<file path="config.mk">
export PLATFORM = sky130hd
export DESIGN_NAME = toc_unit
export DESIGN_NICKNAME = d
export VERILOG_FILES = /design/src/toc_pkg.sv /design/src/toc_unit.sv
export SDC_FILE = /design/constraint.sdc
export NUM_CORES = 1
export LEC_CHECK = 0
export BUFFER_PORTS_ARGS = -buffer_cell sky130_fd_sc_hd__buf_2
export CORE_MARGIN = 1.5
export CORE_UTILIZATION = 53
export CTS_CLUSTER_DIAMETER = 60
export DETAILED_ROUTE_END_ITERATION = 8
export PLACE_DENSITY_LB_ADDON = 0.3
export SETUP_SLACK_MARGIN = 0.4
export SYNTH_ARGS = -nofsm -noshare
export SYNTH_HDL_FRONTEND = slang
export SYNTH_SLANG_ARGS = --single-unit
export TNS_END_PERCENT = 100
</file>
<file path="constraint.sdc">
create_clock -name clk -period 3.46 [get_ports clk]
set_clock_uncertainty 0.1 [all_clocks]
set_input_delay 0.346 -clock clk [delete_from_list [all_inputs] [get_ports clk]]
set_output_delay 0.346 -clock clk [all_outputs]
set_load 0.05 [all_outputs]
</file>
<file path="src/toc_pkg.sv">
package toc_pkg;
  // ==========================================
  // counter limits
  localparam logic [7:0] TOC_BOTTOM = 8'h00;
  localparam logic [7:0] TOC_MAX = 8'hff;
  // ==========================================
  // reset values
  localparam logic [7:0] TOC_COUNT_RST = 8'h00;
  localparam logic [7:0] TOC_CMP_RST = 8'h00;
  localparam logic TOC_OUT_RST = 1'b0;
  // ==========================================
  // waveform modes (3-bit select)
  localparam logic [2:0] TOC_WGM_NORMAL = 3'h0;
  localparam logic [2:0] TOC_WGM_PC_FF = 3'h1;
  localparam logic [2:0] TOC_WGM_CTC = 3'h2;
  localparam logic [2:0] TOC_WGM_FAST_FF = 3'h3;
  localparam logic [2:0] TOC_WGM_PC_CMP = 3'h5;
  localparam logic [2:0] TOC_WGM_FAST_CMP = 3'h7;
  // ==========================================
  // output action codes
  localparam logic [1:0] TOC_ACT_NONE = 2'h0;
  localparam logic [1:0] TOC_ACT_TOGGLE = 2'h1;
  localparam logic [1:0] TOC_ACT_CLEAR = 2'h2;
  localparam logic [1:0] TOC_ACT_SET = 2'h3;
endpackage : toc_pkg

</file>
<file path="src/toc_unit.sv">
`timescale 1ns/1ps
// Functional notes
// - compare count with both values continuously
// - match sets flag on next tick
// - flag cleared by service or write-one
// - buffer compare values in PWM modes
// - buffer copies at top or bottom only
// - cpu writes reach buffer or active register
// - force strobe acts like match outside pwm modes, no flag
// - count write blocks matches next tick
// - output state kept across mode change
// - output action unbuffered, applies next match
// - reset clears output state to zero
// - nonzero action overrides port output value
// - override depends only on action bits
// - action zero leaves output unchanged
// - action selects set/clear/toggle or polarity
// - action bits never alter counting
// - normal mode counts up, wraps ff to 00
// - overflow flag set on wrap from top to zero; dual slope sets it at bottom
// - normal mode accepts count writes anytime
// - max ff, bottom 00
// - cpu count write beats count/clear
module toc_unit (
  input wire logic clk,
  input wire logic srst,
  input wire logic timer_tick,
  input wire logic [2:0] waveform_mode_select,
  input wire logic [1:0] output_action_select_a,
  input wire logic [1:0] output_action_select_b,
  input wire logic count_wr,
  input wire logic [7:0] count_wdata,
  input wire logic cmp_a_wr,
  input wire logic cmp_b_wr,
  input wire logic [7:0] cmp_wdata,
  input wire logic force_match_strobe_a,
  input wire logic force_match_strobe_b,
  input wire logic flag_a_clr,
  input wire logic flag_b_clr,
  input wire logic ovf_clr,
  input wire logic port_value_a,
  input wire logic port_value_b,
  input wire logic output_pin_direction_bit_a,
  input wire logic output_pin_direction_bit_b,
  output logic [7:0] timer_count,
  output logic [7:0] compare_value_a,
  output logic [7:0] compare_value_b,
  output logic match_flag_a,
  output logic match_flag_b,
  output logic overflow_flag,
  output logic compare_output_a,
  output logic compare_output_b,
  output logic pin_a_out,
  output logic pin_a_oe,
  output logic pin_b_out,
  output logic pin_b_oe
);

  // ==========================================
  // mode decode
  function automatic logic is_pwm(input logic [2:0] m);
    is_pwm = (m == toc_pkg::TOC_WGM_PC_FF) || (m == toc_pkg::TOC_WGM_FAST_FF) ||
             (m == toc_pkg::TOC_WGM_PC_CMP) || (m == toc_pkg::TOC_WGM_FAST_CMP);
  endfunction : is_pwm

  function automatic logic is_fast(input logic [2:0] m);
    is_fast = (m == toc_pkg::TOC_WGM_FAST_FF) || (m == toc_pkg::TOC_WGM_FAST_CMP);
  endfunction : is_fast

  // next output state for a non-pwm match
  function automatic logic act_next(input logic [1:0] act, input logic cur);
    case (act)
      toc_pkg::TOC_ACT_TOGGLE: act_next = ~cur;
      toc_pkg::TOC_ACT_CLEAR: act_next = 1'b0;
      toc_pkg::TOC_ACT_SET: act_next = 1'b1;
      default: act_next = cur;
    endcase
  endfunction : act_next

  // ==========================================
  // state and next-state values
  logic [7:0] count_q, count_d;
  logic up_q, up_d;
  logic block_q, block_d;
  logic [7:0] act_a_q, act_a_d, act_b_q, act_b_d;
  logic [7:0] buf_a_q, buf_a_d, buf_b_q, buf_b_d;
  logic flag_a_q, flag_a_d, flag_b_q, flag_b_d, ovf_q, ovf_d;
  logic oc_a_q, oc_a_d, oc_b_q, oc_b_d;
  logic pa_out_q, pa_out_d, pa_oe_q, pa_oe_d, pb_out_q, pb_out_d, pb_oe_q, pb_oe_d;
  logic pwm, fast, top_is_cmp, match_a, match_b, at_top, at_bottom;
  logic [7:0] top_val;

  // ==========================================
  // compare and counting
  always_comb begin
    pwm = is_pwm(waveform_mode_select);
    fast = is_fast(waveform_mode_select);
    top_is_cmp = waveform_mode_select[2];
    top_val = top_is_cmp ? act_a_q : toc_pkg::TOC_MAX;
    match_a = (count_q == act_a_q) && !block_q;
    match_b = (count_q == act_b_q) && !block_q;
    at_top = (count_q == top_val);
    at_bottom = (count_q == toc_pkg::TOC_BOTTOM);
    count_d = count_q;
    up_d = up_q;
    // block lasts until the tick after the write, even if stopped
    block_d = block_q;
    if (timer_tick) begin
      block_d = 1'b0;
    end
    if (count_wr) begin
      block_d = 1'b1;
    end
    // action bits play no part here
    if (timer_tick) begin
      case (waveform_mode_select)
        toc_pkg::TOC_WGM_NORMAL: count_d = count_q + 8'h01;
        toc_pkg::TOC_WGM_CTC: count_d = match_a ? toc_pkg::TOC_BOTTOM : count_q + 8'h01;
        toc_pkg::TOC_WGM_FAST_FF, toc_pkg::TOC_WGM_FAST_CMP:
          count_d = at_top ? toc_pkg::TOC_BOTTOM : count_q + 8'h01;
        toc_pkg::TOC_WGM_PC_FF, toc_pkg::TOC_WGM_PC_CMP: begin
          // dual slope turns round at top and at bottom
          if (up_q && at_top) begin
            up_d = 1'b0;
            count_d = count_q - 8'h01;
          end else if (!up_q && at_bottom) begin
            up_d = 1'b1;
            count_d = count_q + 8'h01;
          end else begin
            count_d = up_q ? count_q + 8'h01 : count_q - 8'h01;
          end
        end
        default: count_d = count_q + 8'h01;
      endcase
    end
    if (!pwm) begin
      up_d = 1'b1;
    end
    // applied last so a cpu write overrides any count or clear
    if (count_wr) begin
      count_d = count_wdata;
    end
  end

  // ==========================================
  // compare registers and buffers
  always_comb begin
    act_a_d = act_a_q;
    act_b_d = act_b_q;
    buf_a_d = buf_a_q;
    buf_b_d = buf_b_q;
    if (pwm) begin
      // cpu writes reach only the buffer; the live value moves at the update point
      if (cmp_a_wr) begin
        buf_a_d = cmp_wdata;
      end
      if (cmp_b_wr) begin
        buf_b_d = cmp_wdata;
      end
      // a write in the update cycle waits for the next update point
      // update at top for fast, bottom for dual slope
      if (timer_tick && (fast ? at_top : (at_bottom && !up_q))) begin
        act_a_d = buf_a_q;
        act_b_d = buf_b_q;
      end
    end else begin
      // buffer follows too, so entering pwm starts from the live value
      if (cmp_a_wr) begin
        act_a_d = cmp_wdata;
        buf_a_d = cmp_wdata;
      end
      if (cmp_b_wr) begin
        act_b_d = cmp_wdata;
        buf_b_d = cmp_wdata;
      end
    end
  end

  // ==========================================
  // flags: hardware set wins over clear
  always_comb begin
    flag_a_d = flag_a_q & ~flag_a_clr;
    flag_b_d = flag_b_q & ~flag_b_clr;
    ovf_d = ovf_q & ~ovf_clr;
    if (timer_tick && match_a) begin
      flag_a_d = 1'b1;
    end
    if (timer_tick && match_b) begin
      flag_b_d = 1'b1;
    end
    // a write on the same tick owns the counter, so no overflow is seen
    if (timer_tick && !count_wr) begin
      if ((pwm && !fast) ? (at_bottom && !up_q) : (count_d == toc_pkg::TOC_BOTTOM && at_top)) begin
        ovf_d = 1'b1;
      end
    end
  end

  // ==========================================
  // output state; mode changes do not touch it
  always_comb begin
    oc_a_d = oc_a_q;
    oc_b_d = oc_b_q;
    if (!pwm) begin
      // action bits read live, so a new setting hits the next match
      if ((timer_tick && match_a) || force_match_strobe_a) begin
        oc_a_d = act_next(output_action_select_a, oc_a_q);
      end
      if ((timer_tick && match_b) || force_match_strobe_b) begin
        oc_b_d = act_next(output_action_select_b, oc_b_q);
      end
    end else if (timer_tick) begin
      // force strobes have no effect in pwm modes
      // polarity: code 2 clears on match, code 3 sets
      if (output_action_select_a[1]) begin
        if (match_a && (fast || up_q)) begin
          oc_a_d = output_action_select_a[0];
        end else if (match_a) begin
          oc_a_d = ~output_action_select_a[0];
        end else if (fast && at_top) begin
          oc_a_d = ~output_action_select_a[0];
        end
      end else if (output_action_select_a == toc_pkg::TOC_ACT_TOGGLE
                   && top_is_cmp && match_a) begin
        // toggle exists only on channel a, with top taken from compare a
        oc_a_d = ~oc_a_q;
      end
      if (output_action_select_b[1]) begin
        if (match_b && (fast || up_q)) begin
          oc_b_d = output_action_select_b[0];
        end else if (match_b) begin
          oc_b_d = ~output_action_select_b[0];
        end else if (fast && at_top) begin
          oc_b_d = ~output_action_select_b[0];
        end
      end
    end
    // port override, independent of mode
    // pins take the next state, so they do not lag the state register
    pa_out_d = (output_action_select_a != toc_pkg::TOC_ACT_NONE) ? oc_a_d
               : port_value_a;
    pb_out_d = (output_action_select_b != toc_pkg::TOC_ACT_NONE) ? oc_b_d
               : port_value_b;
    pa_oe_d = output_pin_direction_bit_a;
    pb_oe_d = output_pin_direction_bit_b;
  end

  // ==========================================
  // registers
  // synchronous reset only; pins are unknown until reset is seen, then undriven
  always_ff @(posedge clk) begin
    if (srst) begin
      count_q <= toc_pkg::TOC_COUNT_RST;
      up_q <= 1'b1;
      block_q <= 1'b0;
      act_a_q <= toc_pkg::TOC_CMP_RST;
      act_b_q <= toc_pkg::TOC_CMP_RST;
      buf_a_q <= toc_pkg::TOC_CMP_RST;
      buf_b_q <= toc_pkg::TOC_CMP_RST;
      flag_a_q <= 1'b0;
      flag_b_q <= 1'b0;
      ovf_q <= 1'b0;
      oc_a_q <= toc_pkg::TOC_OUT_RST;
      oc_b_q <= toc_pkg::TOC_OUT_RST;
      pa_out_q <= 1'b0;
      pa_oe_q <= 1'b0;
      pb_out_q <= 1'b0;
      pb_oe_q <= 1'b0;
    end else begin
      count_q <= count_d;
      up_q <= up_d;
      block_q <= block_d;
      act_a_q <= act_a_d;
      act_b_q <= act_b_d;
      buf_a_q <= buf_a_d;
      buf_b_q <= buf_b_d;
      flag_a_q <= flag_a_d;
      flag_b_q <= flag_b_d;
      ovf_q <= ovf_d;
      oc_a_q <= oc_a_d;
      oc_b_q <= oc_b_d;
      pa_out_q <= pa_out_d;
      pa_oe_q <= pa_oe_d;
      pb_out_q <= pb_out_d;
      pb_oe_q <= pb_oe_d;
    end
  end

  // ==========================================
  // outputs, each straight from a register
  assign timer_count = count_q;
  assign compare_value_a = act_a_q;
  assign compare_value_b = act_b_q;
  assign match_flag_a = flag_a_q;
  assign match_flag_b = flag_b_q;
  assign overflow_flag = ovf_q;
  assign compare_output_a = oc_a_q;
  assign compare_output_b = oc_b_q;
  assign pin_a_out = pa_out_q;
  assign pin_a_oe = pa_oe_q;
  assign pin_b_out = pb_out_q;
  assign pin_b_oe = pb_oe_q;

endmodule : toc_unit

</file>
* Word-level counts from Yosys, hierarchy flattened
Index checks and enable logic that the tools add are counted.
** Storage, ports and cells
- Register bits :: 51
- Bits in latches :: 0
- Memory bits (writable) :: 0
- Memory bits (read-only) :: 0
- Output and inout bits :: 33
- Logic and storage cells :: 128
- Memories kept :: 0
** Cells by class
- $add $sub $neg :: 2
- $mul :: 0
- Div/mod/pow operators :: 0
- $lt $le $gt $ge :: 0
- Equal/unequal tests :: 15
- Shift-type cells :: 0
- Muxes and demuxes :: 44
- Bitwise logic cells :: 11
- Reductions and logical operators :: 40
** Operators by type and width (number)
- $mux 8 :: 14
- $mux 1 :: 27
- $eq 8x8->1 :: 3
- $pmux 8 s3 :: 1
- $logic_not 8->1 :: 2
- $logic_and 1x1->1 :: 15
- $reduce_bool 2->1 :: 6
- $add 8x1->8 const B :: 1
- $eq 2x2->1 const B :: 4
- $not 1->1 :: 8
- $sub 8x1->8 const B :: 1
- $logic_or 1x1->1 :: 7
- $eq 3x2->1 const B :: 2
- $eq 3x3->1 const B :: 2
- $pmux 1 s3 :: 2
- $reduce_or 2->1 :: 3
- $eq 2x1->1 const B :: 2
- $logic_not 1->1 :: 4
- $reduce_and 2->1 :: 2
- $and 1x1->1 :: 3
- $eq 3x1->1 const B :: 1
- $reduce_and 3->1 :: 1
- $ne 2x1->1 const B :: 1

* Depth between registers and ports, before layout
- Depth after elaboration :: 12
- Mapped depth :: 10
- Gate-level depth less buffers :: 9

* Worst setup path before layout
No wires, ideal clock.
- Kind :: register -> register
- Start point :: reg count_q[0] (netlist: timer_count[0])
- End point :: reg count_q[4] (netlist: timer_count[4])
- Setup time :: 0.131 ns
- Arrival :: 2.437 ns
- Data required time :: 3.229 ns
- Path slack :: 0.792 ns
- Stages on the path, launching flop included :: 11
- Clock period less this slack :: 2.668 ns
- Path through :: dfxtp_1 buf_2 inv_1 ha_1 nor4b_2 o311ai_1 a31oi_4 nor2_4 nor4_1 a211oi_1 a21oi_2
** Between the ends
- Longest elaborated chain between the ends :: 7
- Elaborated cells on any way between the ends :: 16
** Ends and longest elaborated chain
- from (decl) :: line toc_unit.sv:82 : logic [7:0] count_q, count_d;
- from (signal assigned) :: line toc_unit.sv:253 : count_q <= toc_pkg::TOC_COUNT_RST;
- from (signal assigned) :: line toc_unit.sv:270 : count_q <= count_d;
- $sub 8x1->8, or another cell as far along :: line toc_unit.sv:125, toc_unit.sv:130
- $mux 8 / $logic_and 1x1->1 (equally long branches) :: line toc_unit.sv:130, toc_unit.sv:126
- $mux 8 :: line toc_unit.sv:126 : end else if (!up_q && at_bottom) begin
- $mux 8 :: line toc_unit.sv:123 : if (up_q && at_top) begin
- $pmux 8 s3 (*) :: line toc_unit.sv:116 : case (waveform_mode_select)
- $mux 8 (*) :: line toc_unit.sv:115 : if (timer_tick) begin
- $mux 8 (*) :: line toc_unit.sv:140 : if (count_wr) begin
Mark *: on every way between the ends. The rest lies on a longest branch, timed or not.
A chain may end at the register's enable or synchronous reset.

* Final worst setup path
Ends and elaborated chain as after synthesis.

==> results.toml <==
[run_status]
status = "finished clean"

[grt]
grt_max_degree = 54
grt_util_met2_pct = 40.4
top_usage_layer = "met2"
grt_use_met1_pct = 34.9
globalRoute.totalOverflow = 0
groute.layer.met3.usage_pct = 5.60
grt_pass1_vias = 2616
grt_pass1_wl_microns = 12800
antenna_found_initial = 0
grt.total_usage_pct = 25.5

[sta]
hold_slack_ns = 0.145
rsz0062_at_grt = "no"
hold_viol = 0
tns_ns = 0
finalCritPeriodShare_pct = 80.7
setup_slack_ns = 0.668
fmax_ghz = 0.358
setup_viol = 0
period_minus_slack_ns = 2.79
worst_pin_slew_ns = 0.980
relSlewSlack_pct = 34.6
maxSlewViolCount = 0

[logic_synthesis]
synthTopCellsByCount = "nor2_1, dfxtp_1, a21oi_1, a211oi_1, mux2i_1"
synth-edff-count = 0
synth_area_leader_cell = "dfxtp_1"
syn_nets = 419
ys_ff_latch = 51
syn_avg_cell_area_sq_um = 8.20
ys_types = 67
synth.area.top_cells = "dfxtp_1, nor2_1, mux2i_1, a21oi_1, a211oi_1"
synthFlopType = "dfxtp_1"
yosysMostFrequentCell = "nor2_1"
synth_async_sr_flop_share_pct = 0
ys_warn_count = 0
syn_inst = 378
seq_area_frac_synth_pct = 33.0
syn_area_sq_um = 3100
netlist.area_leader.share_pct = 33.0

[critical_path]
endpoint_kind = "flop"
cp.arrival_ns = 2.85
startpoint_type = "flop"
r2r_start = "timer_count[0]"
r2r-end = "timer_count[4]"
startpoint = "timer_count[0]"
required_ns = 3.52
rrSetupSlack_ns = 0.67
rr_worst_depth = 9
cp_max_fo = 11
cp-endpoint = "timer_count[4]"
crit_type = "flop to flop"

[detailed_routing]
routed_wl_microns = 7780
remaining_drc_errors = 0
via_per_inst = 5.87
initialDrtViolationCount = 204
drt_first_pass_iters = 5
post_drt_wl_per_cell_microns = 15.5
via_count = 2946
ant_nets = 0

[cts]
clock_insertion_delay_worst_skew_ns = 0.30
post_cts_buffers = 0
htreeDepth = 2
cts_buffers = 5
clock_sinks = 51
cts_resized = 0
cts_tree = "done"
root_buffer = "clkbuf_8"
clkTransAtPathRegs_ns = 0.10
ctsHoldBuffers = 0
clock_tree.buffer_depth = 2

[die]
core_area_sq_um = 5570
initial_utilization_pct = 55.6
die-area_sq_um = 6310
rows = 27
die_x_microns = 79.5
die_y_microns = 79.5
io_pins = 71

[final_layout]
fillCellCount = 520
drive_gt1_share_pct = 24.0
diodes = 0
final_core_util_pct = 62.8
multiInputGateArea_sq_um = 1880
nets = 470
syn2layout_area_growth_pct = 13.0
seqCellArea_sq_um = 1020

[place]
place_ws_ns = 0.745
routabilityCongestion = 0.933
hpwlAfterDp_microns = 5570
numPortBuffers = 70

[power]
leakagePower_uw = 0.00150
p_clk_share_pct = 25.6
power_frac_comb_pct = 27.1
peakVddDrop_uv = 295
seqPwrFrac_pct = 47.3
p_sw_share_pct = 36.3
pwr_density_cell_nw_per_um2 = 406
netSwitchingPower_uw = 515
p_int_uw = 905

[min_path]
hold_path_class = "input port to flop"

[job]
cap_viol_max_count = 0
## critical path, stage by stage (launching register included)
cell	delay (ns)
dfxtp_1	0.62
inv_1	0.25
ha_1	0.30
nor4b_2	0.17
o311ai_1	0.40
a31oi_4	0.10
nor2_4	0.25
nor4_1	0.11
a211oi_1	0.26
a21oi_2	0.09
## layout by cell type (no fill, tap or decap), drive strengths merged, types with 2 or more instances in the layout
master,instances
mux2i,18
a21o,3
nand2b,4
o221ai,3
mux2,2
nand4b,2
nor4,6
o21a,2
a211o,3
ha,3
nand2,18
nand4,4
dfxtp,51
nor2b,16
nor3,11
o311ai,2
clkbuf,5
or4,2
buf,71
o31ai,3
nand3,13
a21oi,35
nor2,58
xnor2,8
a211oi,21
xor2,5
a31o,2
o21ai,16
inv,15
o31a,2
a22o,2
## power by group through the flow
stage | registers (uW) | logic (uW) | clock network [uW]
4_1_cts | 670 | 383 | 378
6_report | 671 | 385 | 364
3_5_place_dp | 683 | 382 | 0
5_1_grt | 677 | 418 | 399
3_3_place_gp | 682 | 378 | 0
2_1_floorplan | 751 | 221 | 0
## kinds of logic (layout without fill, tap and decap cells)
family	Yosys count	in the layout	share of synthesized area, %
mux	20	20	6.54
flops	51	51	33.0
fa+ha+maj	3	3	1.21
compound gates	109	109	25.2
xor+xnor	13	13	3.68
buf+inv	41	93	6.22
simple gates	141	141	24.2
## routing by layer
layer / part of all wire, % / wire length, microns / vias up
li1: - / - / 1472
met1: 47 / 3660 / 1367
met2: 46 / 3590 / 103
met3: 6.1 / 476 / 4
met4: 0.69 / 54 / 0
met5: 0 / 0 / -
## state kept, by name, indices dropped and copies added (netlist names)
register	count
pin_a_out	1
overflow_flag	1
buf_a_q	8
block_q	1
compare_value_a	8
buf_b_q	8
compare_output_a	1
up_q	1
match_flag_a	1
timer_count	8
pin_b_oe	1
compare_output_b	1
match_flag_b	1
pin_a_oe	1
pin_b_out	1
compare_value_b	8
## cell type report
type	count	area share [%]
multi-input combinational	286	53.8
sequential	51	29.2
timing repair buffer	71	10.2
tap	72	2.57
clock buffer	5	1.96
inverter	14	1.50
clock inverter	3	0.786
## worst min-delay path by stage
| stage | depth (start not counted) | to | slack (ns) | startpoint |
|---|---|---|---|---|
| after floorplan | 2 | buf_a_q[0] | 0.36 | buf_a_q[0] |
| after global placement | 2 | match_flag_b | 0.36 | match_flag_b |
| after detailed placement | 2 | match_flag_b | 0.37 | match_flag_b |
| after CTS | 2 | pin_a_oe | 0.13 | output_pin_direction_bit_a |
| after global routing | 2 | pin_b_oe | 0.14 | output_pin_direction_bit_b |
| final | 2 | pin_a_oe | 0.15 | output_pin_direction_bit_a |
## through the flow
stage	instance area [sq um]	instances	power, uW
finish	3500	502	1420
global route	3500	502	1490
CTS	3500	502	1430
detailed placement	3410	494	1060
global placement	3410	494	1060
floorplan	3100	378	972
Note: power is estimated with default switching activity, not from simulation.
